File: src/design/abe_pkg.sv
/*
  Constants, types and encodings shared by the execution core, its ALU and
  its synchroniser. Assumes a SystemVerilog-2012 compiler.
*/
package abe_pkg;

  // ==========================================================
  // Instruction word layout
  localparam int INSTR_W   = 24;
  localparam int OP_W      = 6;
  localparam int OP_LSB    = 18;
  localparam int REG_IDX_W = 5;
  localparam int RD_LSB    = 13;
  localparam int RR_LSB    = 8;
  localparam int BYTE_W    = 8;
  localparam int K_LSB     = 0;
  localparam int OFF_W     = 12;
  localparam int OFF_LSB   = 0;
  localparam int SEL_W     = 3;
  localparam int FSEL_LSB  = 12;
  localparam int BIT_LSB   = 0;
  localparam int WORD_W    = 16;
  localparam int NREGS     = 32;

  localparam logic [REG_IDX_W-1:0] Z_LO_IDX = 5'h1e;
  localparam logic [REG_IDX_W-1:0] Z_HI_IDX = 5'h1f;
  localparam logic [BYTE_W-1:0]    BYTE_ONES = 8'hff;
  localparam logic [BYTE_W-1:0]    BYTE_ONE  = 8'h01;

  // ==========================================================
  // Status flags, bit 7 down to bit 0
  typedef struct packed {
    logic i;
    logic t;
    logic h;
    logic s;
    logic v;
    logic n;
    logic z;
    logic c;
  } abe_flags_t;

  localparam abe_flags_t FLAGS_RST = '0;

  // ==========================================================
  // Operation codes, numbered from zero in this order
  typedef enum logic [OP_W-1:0] {
    OP_NOP, OP_ADD, OP_ADD_CARRY, OP_ADD_WORD, OP_SUB, OP_SUB_CONST,
    OP_SUB_WORD, OP_SUB_BORROW, OP_SUB_CONST_BORROW, OP_AND, OP_AND_CONST,
    OP_OR, OP_OR_CONST, OP_XOR, OP_SET_BITS, OP_CLR_BITS, OP_INC, OP_DEC,
    OP_TEST, OP_REL_JUMP, OP_IND_JUMP, OP_REL_CALL, OP_IND_CALL,
    OP_CMP_SKIP_EQ, OP_CMP, OP_CMP_CARRY, OP_CMP_CONST, OP_SKIP_REG_CLR,
    OP_SKIP_REG_SET, OP_SKIP_IO_CLR, OP_SKIP_IO_SET, OP_BR_FLAG_SET,
    OP_BR_FLAG_CLR, OP_BR_GE, OP_BR_LT, OP_BR_SAME_HIGHER, OP_BR_LOWER,
    OP_BR_IRQ_EN, OP_BR_IRQ_DIS, OP_WIDE
  } abe_op_t;

  // ==========================================================
  // Sequencer states
  typedef enum logic [1:0] {
    ST_IDLE = 2'b00,
    ST_EXEC = 2'b01,
    ST_WAIT = 2'b11,
    ST_SKIP = 2'b10
  } abe_state_t;

  // ==========================================================
  // Cycle counts and derived wait counts
  localparam int CYC_WORD  = 2;
  localparam int CYC_JUMP  = 2;
  localparam int CYC_CALL  = 3;
  localparam int CYC_TAKEN = 2;
  localparam logic [1:0] WAIT_WORD  = 2'(CYC_WORD - 1);
  localparam logic [1:0] WAIT_JUMP  = 2'(CYC_JUMP - 1);
  localparam logic [1:0] WAIT_CALL  = 2'(CYC_CALL - 1);
  localparam logic [1:0] WAIT_TAKEN = 2'(CYC_TAKEN - 1);
  localparam logic [1:0] WAIT_LAST  = 2'h1;

  // ==========================================================
  // Register map, byte addresses
  localparam int ADDR_W = 8;
  localparam int DATA_W = 32;
  localparam logic [ADDR_W-1:0] ADDR_CTRL  = 8'h00;
  localparam logic [ADDR_W-1:0] ADDR_FLAGS = 8'h04;
  localparam logic [ADDR_W-1:0] ADDR_PC    = 8'h08;
  localparam logic [ADDR_W-1:0] ADDR_STATE = 8'h0c;
  localparam logic [ADDR_W-1:0] ADDR_RET   = 8'h10;
  localparam logic [ADDR_W-1:0] ADDR_WSEL  = 8'h14;
  localparam logic [ADDR_W-1:0] ADDR_WDATA = 8'h18;
  localparam int CTRL_RUN_BIT  = 0;
  localparam int STATE_CNT_LSB = 16;

endpackage

File: src/design/abe_sync.sv
/*
  Two-stage synchroniser for a bus of asynchronous levels.
  Assumes an asynchronous active-low reset already released cleanly.
*/
`timescale 1ns/1ps
`default_nettype none
module abe_sync
  import abe_pkg::*;
#(
  parameter int W = 8
) (
  input  wire logic         clk_i,
  input  wire logic         rst_n_i,
  input  wire logic [W-1:0] d_i,
  output logic      [W-1:0] q_o
);

  logic [W-1:0] meta_q;

  // ==========================================================
  // Two flops, first read only by second
  always_ff @(posedge clk_i or negedge rst_n_i)
  begin
    if (!rst_n_i)
    begin
      meta_q <= '0;
      q_o    <= '0;
    end
    else
    begin
      meta_q <= d_i;
      q_o    <= meta_q;
    end
  end

endmodule
`default_nettype wire

File: src/design/abe_alu.sv
/*
  Eight-bit adder/subtractor with carry, half-carry and overflow.
  Assumes purely combinational use by the execution core.
*/
`timescale 1ns/1ps
`default_nettype none
module abe_alu
  import abe_pkg::*;
(
  input  wire logic [BYTE_W-1:0] a_i,
  input  wire logic [BYTE_W-1:0] b_i,
  input  wire logic              cin_i,
  input  wire logic              sub_i,
  output logic      [BYTE_W-1:0] res_o,
  output logic                   c_o,
  output logic                   h_o,
  output logic                   v_o
);

  localparam int NIB_W = BYTE_W / 2;

  logic [BYTE_W:0] sum;
  logic [NIB_W:0]  nib;
  logic            sa;
  logic            sb;

  // ==========================================================
  // Sum, borrow shows as carry out
  assign sum = sub_i ? {1'b0, a_i} - {1'b0, b_i} - (BYTE_W+1)'(cin_i)
                     : {1'b0, a_i} + {1'b0, b_i} + (BYTE_W+1)'(cin_i);
  assign nib = sub_i ? {1'b0, a_i[NIB_W-1:0]} - {1'b0, b_i[NIB_W-1:0]} - (NIB_W+1)'(cin_i)
                     : {1'b0, a_i[NIB_W-1:0]} + {1'b0, b_i[NIB_W-1:0]} + (NIB_W+1)'(cin_i);
  assign sa    = a_i[BYTE_W-1];
  assign sb    = b_i[BYTE_W-1];
  assign res_o = sum[BYTE_W-1:0];
  assign c_o   = sum[BYTE_W];
  assign h_o   = nib[NIB_W];

  // ==========================================================
  // Two's complement overflow
  assign v_o = (sub_i ? (sa != sb) : (sa == sb)) && (res_o[BYTE_W-1] != sa);

endmodule
`default_nettype wire

File: src/design/abe_core.sv
/*
  Execution core for arithmetic, logic, branch, call, skip and compare
  instructions, with working registers, status flags and an Avalon-MM
  slave. Assumes program memory answers combinationally on pm_data_i
  in the same clock domain, and I/O pins are asynchronous.
*/
// Added by the designer: the placing of the registers and the Avalon-MM interface to the registers.
`timescale 1ns/1ps
`default_nettype none
module abe_core
  import abe_pkg::*;
#(
  parameter int PC_W = 16,
  parameter int IO_N = 4
) (
  input  wire logic                     sys_clk_i,
  input  wire logic                     rstn_i,
  output logic      [PC_W-1:0]          pm_addr_o,
  input  wire logic [INSTR_W-1:0]       pm_data_i,
  input  wire logic [IO_N*BYTE_W-1:0]   io_pins_i,
  output logic      [BYTE_W-1:0]        flags_o,
  input  wire logic [ADDR_W-1:0]        avs_address_i,
  input  wire logic                     avs_read_i,
  input  wire logic                     avs_write_i,
  input  wire logic [DATA_W-1:0]        avs_writedata_i,
  input  wire logic [DATA_W/BYTE_W-1:0] avs_byteenable_i,
  output logic      [DATA_W-1:0]        avs_readdata_o,
  output logic                          avs_waitrequest_o
);

  localparam int IO_IDX_W = $clog2(IO_N);
  localparam int IO_BIT_W = IO_IDX_W + SEL_W;
  localparam logic [PC_W-1:0] PC_ONE = PC_W'(1);
  localparam logic [PC_W-1:0] PC_TWO = PC_W'(2);

  // ==========================================================
  // Reset release
  logic [1:0] rst_q;
  logic       rst_n;

  always_ff @(posedge sys_clk_i or negedge rstn_i)
  begin
    if (!rstn_i)
      rst_q <= 2'b00;
    else
      rst_q <= {rst_q[0], 1'b1};
  end

  assign rst_n = rst_q[1];

  // ==========================================================
  // State
  abe_state_t            st_q;
  abe_state_t            st_d;
  logic [PC_W-1:0]       pc_q;
  logic [PC_W-1:0]       pc_d;
  logic [PC_W-1:0]       ret_q;
  logic [PC_W-1:0]       ret_d;
  abe_flags_t            fl_q;
  abe_flags_t            fl_d;
  logic [1:0]            cnt_q;
  logic [1:0]            cnt_d;
  logic [BYTE_W-1:0]     wreg_q [NREGS];
  logic                  run_q;
  logic [REG_IDX_W-1:0]  wsel_q;
  logic [WORD_W-1:0]     icnt_q;
  logic                  wait_q;
  logic [DATA_W-1:0]     rdata_q;

  // ==========================================================
  // Instruction fields
  abe_op_t               op;
  logic [REG_IDX_W-1:0]  rd_idx;
  logic [REG_IDX_W-1:0]  rr_idx;
  logic [BYTE_W-1:0]     k8;
  logic [OFF_W-1:0]      off;
  logic [SEL_W-1:0]      fsel;
  logic [SEL_W-1:0]      bsel;
  logic [BYTE_W-1:0]     rd_v;
  logic [BYTE_W-1:0]     rr_v;
  logic [REG_IDX_W-1:0]  lo_idx;
  logic [REG_IDX_W-1:0]  hi_idx;

  assign op     = abe_op_t'(pm_data_i[OP_LSB +: OP_W]);
  assign rd_idx = pm_data_i[RD_LSB +: REG_IDX_W];
  assign rr_idx = pm_data_i[RR_LSB +: REG_IDX_W];
  assign k8     = pm_data_i[K_LSB +: BYTE_W];
  assign off    = pm_data_i[OFF_LSB +: OFF_W];
  assign fsel   = pm_data_i[FSEL_LSB +: SEL_W];
  assign bsel   = pm_data_i[BIT_LSB +: SEL_W];
  assign rd_v   = wreg_q[rd_idx];
  assign rr_v   = wreg_q[rr_idx];
  assign lo_idx = {rd_idx[REG_IDX_W-1:1], 1'b0};
  assign hi_idx = {rd_idx[REG_IDX_W-1:1], 1'b1};

  // ==========================================================
  // Operand classes
  logic is_imm;
  logic is_carry;
  logic is_sub;
  logic is_incdec;

  assign is_imm    = op inside {OP_SUB_CONST, OP_SUB_CONST_BORROW, OP_CMP_CONST,
                                OP_AND_CONST, OP_OR_CONST, OP_SET_BITS, OP_CLR_BITS};
  assign is_carry  = op inside {OP_ADD_CARRY, OP_SUB_BORROW, OP_SUB_CONST_BORROW,
                                OP_CMP_CARRY};
  assign is_sub    = op inside {OP_SUB, OP_SUB_CONST, OP_SUB_BORROW, OP_SUB_CONST_BORROW,
                                OP_CMP, OP_CMP_CARRY, OP_CMP_CONST, OP_DEC};
  assign is_incdec = op inside {OP_INC, OP_DEC};

  // ==========================================================
  // Byte arithmetic
  logic [BYTE_W-1:0] alu_b;
  logic [BYTE_W-1:0] alu_res;
  logic              alu_c;
  logic              alu_h;
  logic              alu_v;

  assign alu_b = is_imm ? k8 : (is_incdec ? BYTE_ONE : rr_v);

  abe_alu u_alu (
    .a_i   (rd_v),
    .b_i   (alu_b),
    .cin_i (is_carry & fl_q.c),
    .sub_i (is_sub),
    .res_o (alu_res),
    .c_o   (alu_c),
    .h_o   (alu_h),
    .v_o   (alu_v)
  );

  // ==========================================================
  // Logic results
  logic [BYTE_W-1:0] lop;
  logic [BYTE_W-1:0] lres;

  assign lop  = is_imm ? k8 : ((op == OP_TEST) ? rd_v : rr_v);
  assign lres = (op inside {OP_AND, OP_AND_CONST, OP_TEST}) ? (rd_v & lop) :
                (op == OP_XOR)      ? (rd_v ^ rr_v) :
                (op == OP_CLR_BITS) ? (rd_v & (BYTE_ONES - k8)) :
                (rd_v | lop);

  // ==========================================================
  // Word arithmetic on the register pair
  logic [WORD_W-1:0] wpair;
  logic [WORD_W:0]   wres;
  logic              w_sub;
  logic              w_v;
  logic              w_n;

  assign w_sub = (op == OP_SUB_WORD);
  assign wpair = {wreg_q[hi_idx], wreg_q[lo_idx]};
  assign wres  = w_sub ? {1'b0, wpair} - (WORD_W+1)'(k8)
                       : {1'b0, wpair} + (WORD_W+1)'(k8);
  assign w_n   = wres[WORD_W-1];
  assign w_v   = w_sub ? (wpair[WORD_W-1] & ~w_n) : (~wpair[WORD_W-1] & w_n);

  // ==========================================================
  // Flag images
  abe_flags_t fl_ar;
  abe_flags_t fl_lg;
  abe_flags_t fl_id;
  abe_flags_t fl_wd;

  assign fl_ar = '{i: fl_q.i, t: fl_q.t, h: alu_h, s: fl_q.s, v: alu_v,
                   n: alu_res[BYTE_W-1], z: (alu_res == '0), c: alu_c};
  assign fl_lg = '{i: fl_q.i, t: fl_q.t, h: fl_q.h, s: fl_q.s, v: 1'b0,
                   n: lres[BYTE_W-1], z: (lres == '0), c: fl_q.c};
  assign fl_id = '{i: fl_q.i, t: fl_q.t, h: fl_q.h, s: fl_q.s, v: alu_v,
                   n: alu_res[BYTE_W-1], z: (alu_res == '0), c: fl_q.c};
  assign fl_wd = '{i: fl_q.i, t: fl_q.t, h: fl_q.h, s: w_n ^ w_v, v: w_v,
                   n: w_n, z: (wres[WORD_W-1:0] == '0), c: wres[WORD_W]};

  // ==========================================================
  // Targets and conditions
  logic [IO_N*BYTE_W-1:0] io_s;
  logic [IO_BIT_W-1:0]    io_bit;
  logic [PC_W-1:0]        pc_rel;
  logic [PC_W-1:0]        zptr;
  logic                   br_take;
  logic                   sk_take;

  abe_sync #(
    .W (IO_N*BYTE_W)
  ) u_io_sync (
    .clk_i   (sys_clk_i),
    .rst_n_i (rst_n),
    .d_i     (io_pins_i),
    .q_o     (io_s)
  );

  assign io_bit = {rr_idx[IO_IDX_W-1:0], bsel};
  assign pc_rel = pc_q + PC_W'($signed(off)) + PC_ONE;
  assign zptr   = PC_W'({wreg_q[Z_HI_IDX], wreg_q[Z_LO_IDX]});

  assign br_take = (op == OP_BR_FLAG_SET)    ?  fl_q[fsel] :
                   (op == OP_BR_FLAG_CLR)    ? ~fl_q[fsel] :
                   (op == OP_BR_GE)          ? ~(fl_q.n ^ fl_q.v) :
                   (op == OP_BR_LT)          ?  (fl_q.n ^ fl_q.v) :
                   (op == OP_BR_SAME_HIGHER) ? ~fl_q.c :
                   (op == OP_BR_LOWER)       ?  fl_q.c :
                   (op == OP_BR_IRQ_EN)      ?  fl_q.i :
                   (op == OP_BR_IRQ_DIS)     ? ~fl_q.i : 1'b0;

  assign sk_take = (op == OP_CMP_SKIP_EQ)  ? (rd_v == rr_v) :
                   (op == OP_SKIP_REG_CLR) ? ~rr_v[bsel] :
                   (op == OP_SKIP_REG_SET) ?  rr_v[bsel] :
                   (op == OP_SKIP_IO_CLR)  ? ~io_s[io_bit] :
                   (op == OP_SKIP_IO_SET)  ?  io_s[io_bit] : 1'b0;

  // ==========================================================
  // Sequencer and execute
  logic                  we;
  logic                  we_hi;
  logic [BYTE_W-1:0]     wval;
  logic [REG_IDX_W-1:0]  widx;

  always_comb
  begin
    st_d  = st_q;
    pc_d  = pc_q;
    ret_d = ret_q;
    fl_d  = fl_q;
    cnt_d = cnt_q;
    we    = 1'b0;
    we_hi = 1'b0;
    wval  = alu_res;
    widx  = rd_idx;
    unique case (st_q)
      ST_IDLE:
      begin
        if (run_q)
          st_d = ST_EXEC;
      end
      ST_EXEC:
      begin
        if (!run_q)
          st_d = ST_IDLE;
        else
        begin
          pc_d = pc_q + PC_ONE;
          unique case (op)
            OP_ADD, OP_ADD_CARRY,
            OP_SUB, OP_SUB_CONST,
            OP_SUB_BORROW, OP_SUB_CONST_BORROW:
            begin
              we   = 1'b1;
              fl_d = fl_ar;
            end
            OP_ADD_WORD, OP_SUB_WORD:
            begin
              we    = 1'b1;
              we_hi = 1'b1;
              widx  = lo_idx;
              wval  = wres[BYTE_W-1:0];
              fl_d  = fl_wd;
              st_d  = ST_WAIT;
              cnt_d = WAIT_WORD;
            end
            OP_AND, OP_AND_CONST, OP_OR, OP_OR_CONST, OP_XOR,
            OP_SET_BITS, OP_CLR_BITS, OP_TEST:
            begin
              we   = 1'b1;
              wval = lres;
              fl_d = fl_lg;
            end
            OP_INC, OP_DEC:
            begin
              we   = 1'b1;
              fl_d = fl_id;
            end
            OP_REL_JUMP, OP_IND_JUMP:
            begin
              pc_d  = (op == OP_IND_JUMP) ? zptr : pc_rel;
              st_d  = ST_WAIT;
              cnt_d = WAIT_JUMP;
            end
            OP_REL_CALL, OP_IND_CALL:
            begin
              ret_d = pc_q + PC_ONE;
              pc_d  = (op == OP_IND_CALL) ? zptr : pc_rel;
              st_d  = ST_WAIT;
              cnt_d = WAIT_CALL;
            end
            OP_CMP, OP_CMP_CARRY, OP_CMP_CONST:
              fl_d = fl_ar;
            OP_CMP_SKIP_EQ, OP_SKIP_REG_CLR, OP_SKIP_REG_SET,
            OP_SKIP_IO_CLR, OP_SKIP_IO_SET:
            begin
              if (sk_take)
                st_d = ST_SKIP;
            end
            OP_BR_FLAG_SET, OP_BR_FLAG_CLR, OP_BR_GE, OP_BR_LT,
            OP_BR_SAME_HIGHER, OP_BR_LOWER, OP_BR_IRQ_EN, OP_BR_IRQ_DIS:
            begin
              if (br_take)
              begin
                pc_d  = pc_rel;
                st_d  = ST_WAIT;
                cnt_d = WAIT_TAKEN;
              end
            end
            OP_WIDE:
              pc_d = pc_q + PC_TWO;
            default:
              pc_d = pc_q + PC_ONE;
          endcase
        end
      end
      ST_WAIT:
      begin
        cnt_d = cnt_q - WAIT_LAST;
        if (cnt_q == WAIT_LAST)
          st_d = ST_EXEC;
      end
      ST_SKIP:
      begin
        pc_d = (op == OP_WIDE) ? pc_q + PC_TWO : pc_q + PC_ONE;
        st_d = ST_EXEC;
      end
    endcase
  end

  // ==========================================================
  // Bus decode
  logic              req;
  logic              bus_wr;
  logic [DATA_W-1:0] wmask;
  logic [DATA_W-1:0] rd_mux;
  logic              be0;
  logic              sel_ctrl;
  logic              sel_flags;
  logic              sel_pc;
  logic              sel_state;
  logic              sel_ret;
  logic              sel_wsel;
  logic              sel_wdata;

  assign req       = avs_read_i | avs_write_i;
  assign bus_wr    = avs_write_i & ~wait_q;
  assign be0       = avs_byteenable_i[0];
  assign sel_ctrl  = (avs_address_i == ADDR_CTRL);
  assign sel_flags = (avs_address_i == ADDR_FLAGS);
  assign sel_pc    = (avs_address_i == ADDR_PC);
  assign sel_state = (avs_address_i == ADDR_STATE);
  assign sel_ret   = (avs_address_i == ADDR_RET);
  assign sel_wsel  = (avs_address_i == ADDR_WSEL);
  assign sel_wdata = (avs_address_i == ADDR_WDATA);

  always_comb
  begin
    wmask = '0;
    for (int b = 0; b < DATA_W/BYTE_W; b++)
      wmask[b*BYTE_W +: BYTE_W] = {BYTE_W{avs_byteenable_i[b]}};
  end

  assign rd_mux = sel_ctrl  ? DATA_W'(run_q) :
                  sel_flags ? DATA_W'(fl_q) :
                  sel_pc    ? DATA_W'(pc_q) :
                  sel_state ? (DATA_W'(st_q) | (DATA_W'(icnt_q) << STATE_CNT_LSB)) :
                  sel_ret   ? DATA_W'(ret_q) :
                  sel_wsel  ? DATA_W'(wsel_q) :
                  sel_wdata ? DATA_W'(wreg_q[wsel_q]) : '0;

  // ==========================================================
  // Bus slave registers
  always_ff @(posedge sys_clk_i or negedge rst_n)
  begin
    if (!rst_n)
    begin
      wait_q  <= 1'b1;
      rdata_q <= '0;
      run_q   <= 1'b0;
      wsel_q  <= '0;
    end
    else
    begin
      wait_q <= ~(req & wait_q);
      if (req & wait_q)
        rdata_q <= rd_mux;
      if (bus_wr & sel_ctrl & be0)
        run_q <= avs_writedata_i[CTRL_RUN_BIT];
      if (bus_wr & sel_wsel & be0)
        wsel_q <= avs_writedata_i[REG_IDX_W-1:0];
    end
  end

  // ==========================================================
  // Core state registers; bus writes to PC and flags win
  logic [PC_W-1:0] pc_mask;

  assign pc_mask = PC_W'(wmask);

  always_ff @(posedge sys_clk_i or negedge rst_n)
  begin
    if (!rst_n)
    begin
      st_q   <= ST_IDLE;
      pc_q   <= '0;
      ret_q  <= '0;
      fl_q   <= FLAGS_RST;
      cnt_q  <= '0;
      icnt_q <= '0;
    end
    else
    begin
      st_q  <= st_d;
      ret_q <= ret_d;
      cnt_q <= cnt_d;
      if (bus_wr & sel_pc)
        pc_q <= (pc_q & ~pc_mask) | (PC_W'(avs_writedata_i) & pc_mask);
      else
        pc_q <= pc_d;
      if (bus_wr & sel_flags & be0)
        fl_q <= abe_flags_t'(avs_writedata_i[BYTE_W-1:0]);
      else
        fl_q <= fl_d;
      if ((st_q == ST_EXEC) & run_q)
        icnt_q <= icnt_q + WORD_W'(1);
    end
  end

  // ==========================================================
  // Working registers; core write wins over bus
  always_ff @(posedge sys_clk_i or negedge rst_n)
  begin
    if (!rst_n)
      wreg_q <= '{default: '0};
    else
    begin
      if (bus_wr & sel_wdata & be0)
        wreg_q[wsel_q] <= avs_writedata_i[BYTE_W-1:0];
      if (we)
        wreg_q[widx] <= wval;
      if (we_hi)
        wreg_q[hi_idx] <= wres[WORD_W-1:BYTE_W];
    end
  end

  // ==========================================================
  // Outputs
  assign pm_addr_o         = pc_q;
  assign flags_o           = fl_q;
  assign avs_readdata_o    = rdata_q;
  assign avs_waitrequest_o = wait_q;

endmodule
`default_nettype wire

File: config.mk
export PLATFORM = sky130hd
export DESIGN_NAME = abe_core
export DESIGN_NICKNAME = d
export VERILOG_FILES = /design/src/design/abe_pkg.sv /design/src/design/abe_sync.sv /design/src/design/abe_alu.sv /design/src/design/abe_core.sv
export SDC_FILE = /design/constraint.sdc
export NUM_CORES = 2
export LEC_CHECK = 0
export BUFFER_PORTS_ARGS = -buffer_cell sky130_fd_sc_hd__buf_2
export CORE_ASPECT_RATIO = 1.25
export CORE_MARGIN = 4
export CORE_UTILIZATION = 40
export DETAILED_ROUTE_END_ITERATION = 8
export GPL_ROUTABILITY_DRIVEN = 0
export PLACE_DENSITY_LB_ADDON = 0.05
export RECOVER_POWER = 25
export SYNTH_ARGS = -nofsm -noshare
export SYNTH_HDL_FRONTEND = slang
export SYNTH_HIERARCHICAL = 1
export SYNTH_SLANG_ARGS = --single-unit
File: constraint.sdc
create_clock -name sys_clk_i -period 12.1 [get_ports sys_clk_i]
set_input_delay 1.21 -clock sys_clk_i [delete_from_list [all_inputs] [get_ports sys_clk_i]]
set_output_delay 1.21 -clock sys_clk_i [all_outputs]
set_load 0.02 [all_outputs]
Yosys cells after proc, flatten, opt, wreduce, memory -nomap -nowiden
Index checks and enable logic that the tools add are counted.

storage, ports and cells
  bits in registers = 421

cells by class
  $add $sub $neg = 17
  order comparisons = 12
  equality and inequality tests = 66
  muxes and demuxes = 100
  bitwise gates (word level) = 43
  reductions and logical operators = 41

operator list
  kind                                                                           count
  256-bit bitwise mux                                                            3
  256-bit two-way mux                                                            3
  8-bit binary-select mux with 5-bit select                                      5
  8-bit two-way mux                                                              25
  32-bit two-way mux                                                             4
  8-bit demux with 5-bit select                                                  3
  16-bit two-way mux                                                             7
  6-bit by 5-bit equality test with 1-bit output (second input constant)         16
  16-bit case mux with 4 select lines                                            1
  16-bit by 1-bit adder with 16-bit output (second input constant)               3
  6-bit by 4-bit equality test with 1-bit output (second input constant)         8
  6-bit equality test (second input constant)                                    8
  6-bit greater-or-equal comparator (second input constant)                      6
  5-bit inverter with 6-bit output                                               6
  16-bit bitwise AND                                                             2
  2-bit by 32-bit bitwise OR with 32-bit output                                  1
  16-bit case mux with 2 select lines                                            1
  1-bit two-way mux                                                              27
  6-bit by 3-bit equality test with 1-bit output (second input constant)         4
  8-bit by 5-bit equality test with 1-bit output (second input constant)         3
  8-bit logical NOT                                                              3
  6-bit case mux with 4 select lines                                             1
  6-bit by 1-bit less-than comparator with 1-bit output (second input constant)  3
  18-bit OR reduction                                                            1
  other kinds (71)                                                               135

Logic depth before layout (Yosys ltp)
  depth after elaboration = 17
  gate-level depth with buffers = 26

By module
Netlist, hierarchy kept.

modules (own cells, without submodules)
  module    instances  cells each  area an instance (um^2)  seq. area each (um^2)
  abe_core  1          3,165       29,235.5                 8,934.8
  abe_sync  1          64          1,601.5                  1,601.5
  abe_alu   1          129         973.4                    0.0

Worst setup path after synthesis
Ideal clock, no wire load.

  path type = input to register
  start = input pm_data_i[9]
  end = register fl_q, in the netlist flags_o[3]
  data arrival time = 5.351 ns
  slack = 6.618 ns
  stages on the path = 19
  buffers on the path = 3
  path through = buf_6 buf_6 buf_6 mux4_2 a22o_1 a221oi_1 o211ai_1 inv_1 o21ai_0 ha_1 inv_1 ha_1 a21oi_1 nor2_1 or4_4 and3_1 mux4_2 a221oi_1 o21ai_0

between the ends
  word-level cells in the longest chain between the ends = 15
  elaborated cells on any way between the ends = 20
  those cells by class = 4 x add/sub; 3 x eq/ne; 11 x mux; 1 x bitwise; 1 x reduce/logical

ends and longest elaborated chain
  item                                                                                                          RTL line                      source
  start, declared                                                                                               abe_core.sv:19                input wire logic [INSTR_W-1:0] pm_data_i,
  5-bit inverter with 6-bit output (not written as such) *                                                      abe_core.sv:92                assign rr_v = wreg_q[rr_idx];
  8-bit binary-select mux with 5-bit select *                                                                   abe_core.sv:92
  8-bit two-way mux (not written as such) * (2 in series)                                                       abe_core.sv:92
  8-bit two-way mux * (2 in series)                                                                             abe_core.sv:119               assign alu_b = is_imm ? k8 : (is_incdec ? BYTE_ONE : rr_v);
  net alu_b[4]                                                                                                  abe_core.sv:113               logic [BYTE_W-1:0] alu_b;
  8-bit by 8-bit adder with 9-bit output / 8-bit by 8-bit subtractor with 9-bit output (equally long branches)  abe_alu.sv:30, abe_alu.sv:29
  9-bit by 1-bit adder with 9-bit output / 9-bit by 1-bit subtractor with 9-bit output (equally long branches)  abe_alu.sv:30, abe_alu.sv:29
  9-bit two-way mux *                                                                                           abe_alu.sv:29                 assign sum = sub_i ? {1'b0, a_i} - {1'b0, b_i} - (BYTE_W+1)'(cin_i)
  1-bit inequality test *                                                                                       abe_alu.sv:41                 assign v_o = (sub_i ? (sa != sb) : (sa == sb)) && (res_o[BYTE_W-1] != sa);
  1-bit logical AND *                                                                                           abe_alu.sv:41
  net alu_v                                                                                                     abe_core.sv:117               logic alu_v;
  6-bit case mux with 4 select lines *                                                                          abe_core.sv:242               unique case (op)
  6-bit two-way mux *                                                                                           abe_core.sv:237               if (!run_q)
  6-bit two-way mux *                                                                                           abe_core.sv:229               unique case (st_q)
  8-bit two-way mux *                                                                                           abe_core.sv:414               if (bus_wr & sel_flags & be0)
  end signal, assigned                                                                                          abe_core.sv:415               fl_q <= abe_flags_t'(avs_writedata_i[BYTE_W-1:0]);
  end signal, assigned                                                                                          abe_core.sv:417               fl_q <= fl_d;
  end, declared                                                                                                 abe_core.sv:59                abe_flags_t fl_q;

The timed path passes the listed nets; every way through them passes the cells marked *. The select of a mux whose other input is x is not followed.
A chain may end at the register's enable or synchronous reset.

Worst setup path in the final report
  start = input pm_data_i[10]
  end = register wreg_q[39] (netlist name)

between the ends
  elaborated cells on any way between the ends = 26
  those cells by class = 4 x add/sub; 18 x mux; 4 x bitwise

RTL lines
  item                                                                                                          RTL line                      source
  5-bit inverter with 6-bit output (not written as such) *                                                      abe_core.sv:92
  8-bit binary-select mux with 5-bit select *                                                                   abe_core.sv:92
  8-bit two-way mux (not written as such) * (2 in series)                                                       abe_core.sv:92
  8-bit two-way mux * (2 in series)                                                                             abe_core.sv:119
  net alu_b[0]                                                                                                  abe_core.sv:113
  8-bit by 8-bit adder with 9-bit output / 8-bit by 8-bit subtractor with 9-bit output (equally long branches)  abe_alu.sv:30, abe_alu.sv:29
  9-bit by 1-bit adder with 9-bit output / 9-bit by 1-bit subtractor with 9-bit output (equally long branches)  abe_alu.sv:30, abe_alu.sv:29
  9-bit two-way mux *                                                                                           abe_alu.sv:29
  net alu_res[7]                                                                                                abe_core.sv:114               logic [BYTE_W-1:0] alu_res;
  8-bit case mux with 2 select lines                                                                            abe_core.sv:242
  8-bit two-way mux                                                                                             abe_core.sv:237
  8-bit two-way mux *                                                                                           abe_core.sv:229
  256-bit bitwise mux *                                                                                         abe_core.sv:434               wreg_q[widx] <= wval;
  256-bit two-way mux *                                                                                         abe_core.sv:433               if (we)
  256-bit bitwise mux                                                                                           abe_core.sv:436               wreg_q[hi_idx] <= wres[WORD_W-1:BYTE_W];
  256-bit two-way mux *                                                                                         abe_core.sv:435               if (we_hi)
  end signal, assigned by index                                                                                 abe_core.sv:432               wreg_q[wsel_q] <= avs_writedata_i[BYTE_W-1:0];
  end signal, assigned by index                                                                                 abe_core.sv:434
  end signal, assigned by index                                                                                 abe_core.sv:436
  end, declared                                                                                                 abe_core.sv:63                logic [BYTE_W-1:0] wreg_q [NREGS];

Marked as above.

==> metrics.md <==
| Metric | Value |
|---|---|
| Nets | approximately 3500 |
| Unique cell type count in the Yosys netlist | 96 |
| WL per Instance | ~33 um |
| Site Rows | roughly 120 |
| Dpl cell area | 33310 sq um |
| RSZ-0062 raised after global routing | false |
| Antenna violations before repair | 8 |
| Initial Utilization | 0.4034 |
| Failing checks | capacitance limit, slew limit |
| Clock Skew | about 20 ps |
| Netlist Area Pre-Place | approximately 32000 sq um |
| Crit path launch type | input pin |
| Power Density | 111.3 nW/um^2 |
| Leakage power | 14.38 nW |
| Worst-path fanout max | 45 |
| ANT nets after route | 0 |
| Total gr overflow | 0 |
| Crit path capture type | flop |
| Synthesis Warnings | 6 |
| Total of max-cap violations | 2 |
| Crit path buf inv count | 4 |
| Boundary Pins | roughly 160 |
| Crit path largest cell delay | approximately 760 ps |
| Pin count of the biggest net entering global routing | between 150 and 200 |
| EDFF count, synth | 0 |
| I/O Buffers | about 140 |
| Sequential share of the synthesized area | 0.3312 |
| Critical Path RT | 12650 ps |
| Worst-Skew Late Latency | ~640 ps |
| Slowest-stage cell, CP | buf_4 |
| Pins Over Slew Limit | 89 |
| Simple-gate share of the synthesized area | 0.1401 |
| Largest family of logic cells by synthesized area | multiplexers |
| Synth Area in Adders | 0.02730 |
| Die Y | 323.3 um |
| First-pass GRT wire length | 205800 um |
| Top post-synthesis cells by count | nand2_1 (437), dfrtp_1 (420), nor2_1 (274) |
| Yosys top cell by area | dfrtp_1 |
| Vias per Instance | 6.615 |
| Area growth from synthesis to layout | 10.10% |
| Critical-path cell list | buf_4, buf_4, mux2i_1, a22oi_1, nand3_1, nand4_1, nor2_1, a21oi_1, inv_1, fa_1, nor3b_1, nor3_2, o211ai_1, xnor2_1, o21ai_0, a22o_1, a21o_1, buf_4, nor2_1, o21ai_0 |
| Share of layout cells above drive strength 1 | 0.1886 |
| Top_reg_cell synth | dfrtp_1 |
| Drt pass-1 iters | 8 |
| Die X | about 260 um |
| Post-synth ARST share | 1.000 |
| TritonCTS Sinks | ~420 |
| Post-synthesis xor/xnor area fraction | 0.02919 |
| Final WL | about 140000 um |
| Count leader, synth | nand2_1 |
| 1st-iter DRT viols | roughly 3300 |
| Area share of the largest cell type after synthesis | 0.3304 |
| Area contributors post-synth | dfrtp_1 (33%), mux4_2 (11%), mux2i_1 (7.3%) |
| Synth Area in Compound Gates | 0.1867 |
| Critical path depth | 20 |
| Post-synthesis mux area share | 0.2408 |
| Vias in the first global route | 28860 |
| Htree depth | 2 |
| Outcome | complete, but fails checks |
| Resize count post-CTS | 0 |
| Crit path max-delay family | compound AO/OA/AOI/OAI gates |
| Syn nets | 3527 |
| CTS Buf Count | 50 |
| CTS root buffer | clkbuf_16 |
| Post-Syn Instances | between 3000 and 4000 |
| Die area | 84130 sq um |
| Worst Tran Pin Value | 2273 ps |
| DR DRC count | 0 |
| Cts hold-fix bufs | 0 |
| HP Class | input pin to asynchronous set/reset pin |
| Flop and latch count out of synthesis | between 400 and 500 |
| Syn_area_per_cell | roughly 9.5 sq um |
| HPWL after DPL | roughly 100000 um |
| Max_slew headroom | -0.5150 |
| Crit Path Category | input pin to flop |
| Setup Fix Bufs, Post-CTS | 0 |
| Worst VDD drop | about 120 uV |
| Worst EP arrival | slightly below 8000 ps |
| Final period util | 0.6110 |
| CTS tree | done |
| Fmax achieved | about 0.14 GHz |
| Total number of vias | between 20000 and 30000 |
| Final number of hold-violating endpoints | 0 |
| Most common cell on crit path | buf_4 |
| Setup TNS | 0 ps |
| CTS max path bufs | 3 |
| Setup-failing EPs final | 0 |
| Cell count of the worst reg-to-reg path | 19 |
| Clk pin slew, worst setup/hold paths | around 70 ps |
| Core Box Area | 78850 sq um |
| Fin crit period | around 7400 ps |
| ANT cells | 0 |
| Fin area | 35020 sq um |
| Global Route Usage Sum | 0.3354 |
path summary, 6_finish.rpt:
| path | from | to | slack, ps |
|---|---|---|---|
| worst max-delay path | pm_data_i[10] | wreg_q[39]$_DFF_PN0_ | 4710 |
| worst max register to register | wreg_q[244]$_DFF_PN0_ | wreg_q[39]$_DFF_PN0_ | 6280 |
| min in group sys_clk_i | u_io_sync/meta_q[0]$_DFF_PN0_ | u_io_sync/q_o[0]$_DFF_PN0_ | 350 |
| max in group asynchronous | rst_q[1]$_DFF_PN0_ | u_io_sync/meta_q[25]$_DFF_PN0_ | 8330 |
| worst min-delay path | rstn_i | rst_q[0]$_DFF_PN0_ | 350 |
| worst min register to register | u_io_sync/meta_q[0]$_DFF_PN0_ | u_io_sync/q_o[0]$_DFF_PN0_ | 350 |
cell families (layout without fill, tap and decap cells):
logic type	count (synthesis)	in the layout
and+or+nand+nor	993	993
AOI/OAI and AO/OA	921	921
muxes	544	544
DFF	421	421
buffers and inverters	306	342
xor gates and xnor gates	106	106
adders and majority gates	66	66
other	1	1
stage by stage:
step | hold slack, ps | setup WS (ps) | power (mW) | utilization | cells
3_3_place_gp | 332.4 | 4421 | 2.278 | 0.4224 | 4356
5_1_grt | 351.9 | 4565 | 4.017 | 0.4442 | 4447
6_report | 346.0 | 4706 | 3.899 | 0.4442 | 4447
4_1_cts | 329.5 | 5005 | 3.913 | 0.4443 | 4447
3_5_place_dp | 335.5 | 4356 | 2.286 | 0.4224 | 4356
2_1_floorplan | 331.1 | 5235 | 1.973 | - | 3358
layout make-up:
type | instances | area (sq um)
Fill cell | 7729 | 43830
Sequential cell | 421 | 10540
Tap cell | 1053 | 1318
Inverter | 56 | 210.2
Clock buffer | 66 | 1401
Timing Repair Buffer | 195 | 1134
Clock inverter | 25 | 322.8
Multi-Input combinational cell | 2631 | 20090
flip-flops by register name, indices dropped and copies added (netlist names), named ones only:
register           count
avs_readdata_o        32
avs_waitrequest_o      1
cnt_q                  2
flags_o                8
icnt_q                16
ret_q                 16
rst_q                  2
run_q                  1
st_q                   2
u_io_sync/meta_q      32
u_io_sync/q_o         32
wreg_q               256
wsel_q                 5
metal layers:
layer	global-route usage	part of all wire	vias up
met5	0	0.00054	-
met4	0.2368	0.088	10
met3	0.07243	0.085	546
met2	0.5451	0.46	1748
met1	0.3951	0.36	14610
li1	-	-	12500
layout by cell type, fill, tap and decap left out, types with 9 or more instances in the layout:
cell type and n:
mux2_2 151, nand2b_1 26, o211ai_1 12, nor4_1 17
a31oi_1 25, mux4_2 158, a21o_1 14, and2_1 14
clkbuf_8 9, o22ai_1 24, nand3_1 61, a22oi_1 88
nor2b_1 33, xnor2_1 54, a221oi_1 34, a21oi_1 211
and3_1 16, a22o_1 67, mux2i_1 232, nand2_1 437
o221ai_1 15, a211oi_1 12, buf_4 52, nor3b_1 11
dfrtp_1 418, xor2_1 44, buf_2 139, o2bb2ai_1 51
o31ai_1 11, inv_1 54, ha_1 59, nor3_1 28
clkbuf_16 50, nand4_1 13, nor2_1 273, clkbuf_1 9
o21ai_1 20, o21ai_0 262
where the power goes:
group | switching [mW] | internal [mW] | leakage [nW]
Combinational | 0.567 | 0.232 | 7.89
Sequential | 0.0465 | 1.43 | 5.64
Clock | 0.672 | 0.947 | 0.840
No activity file was read; power rests on OpenSTA's default activity.
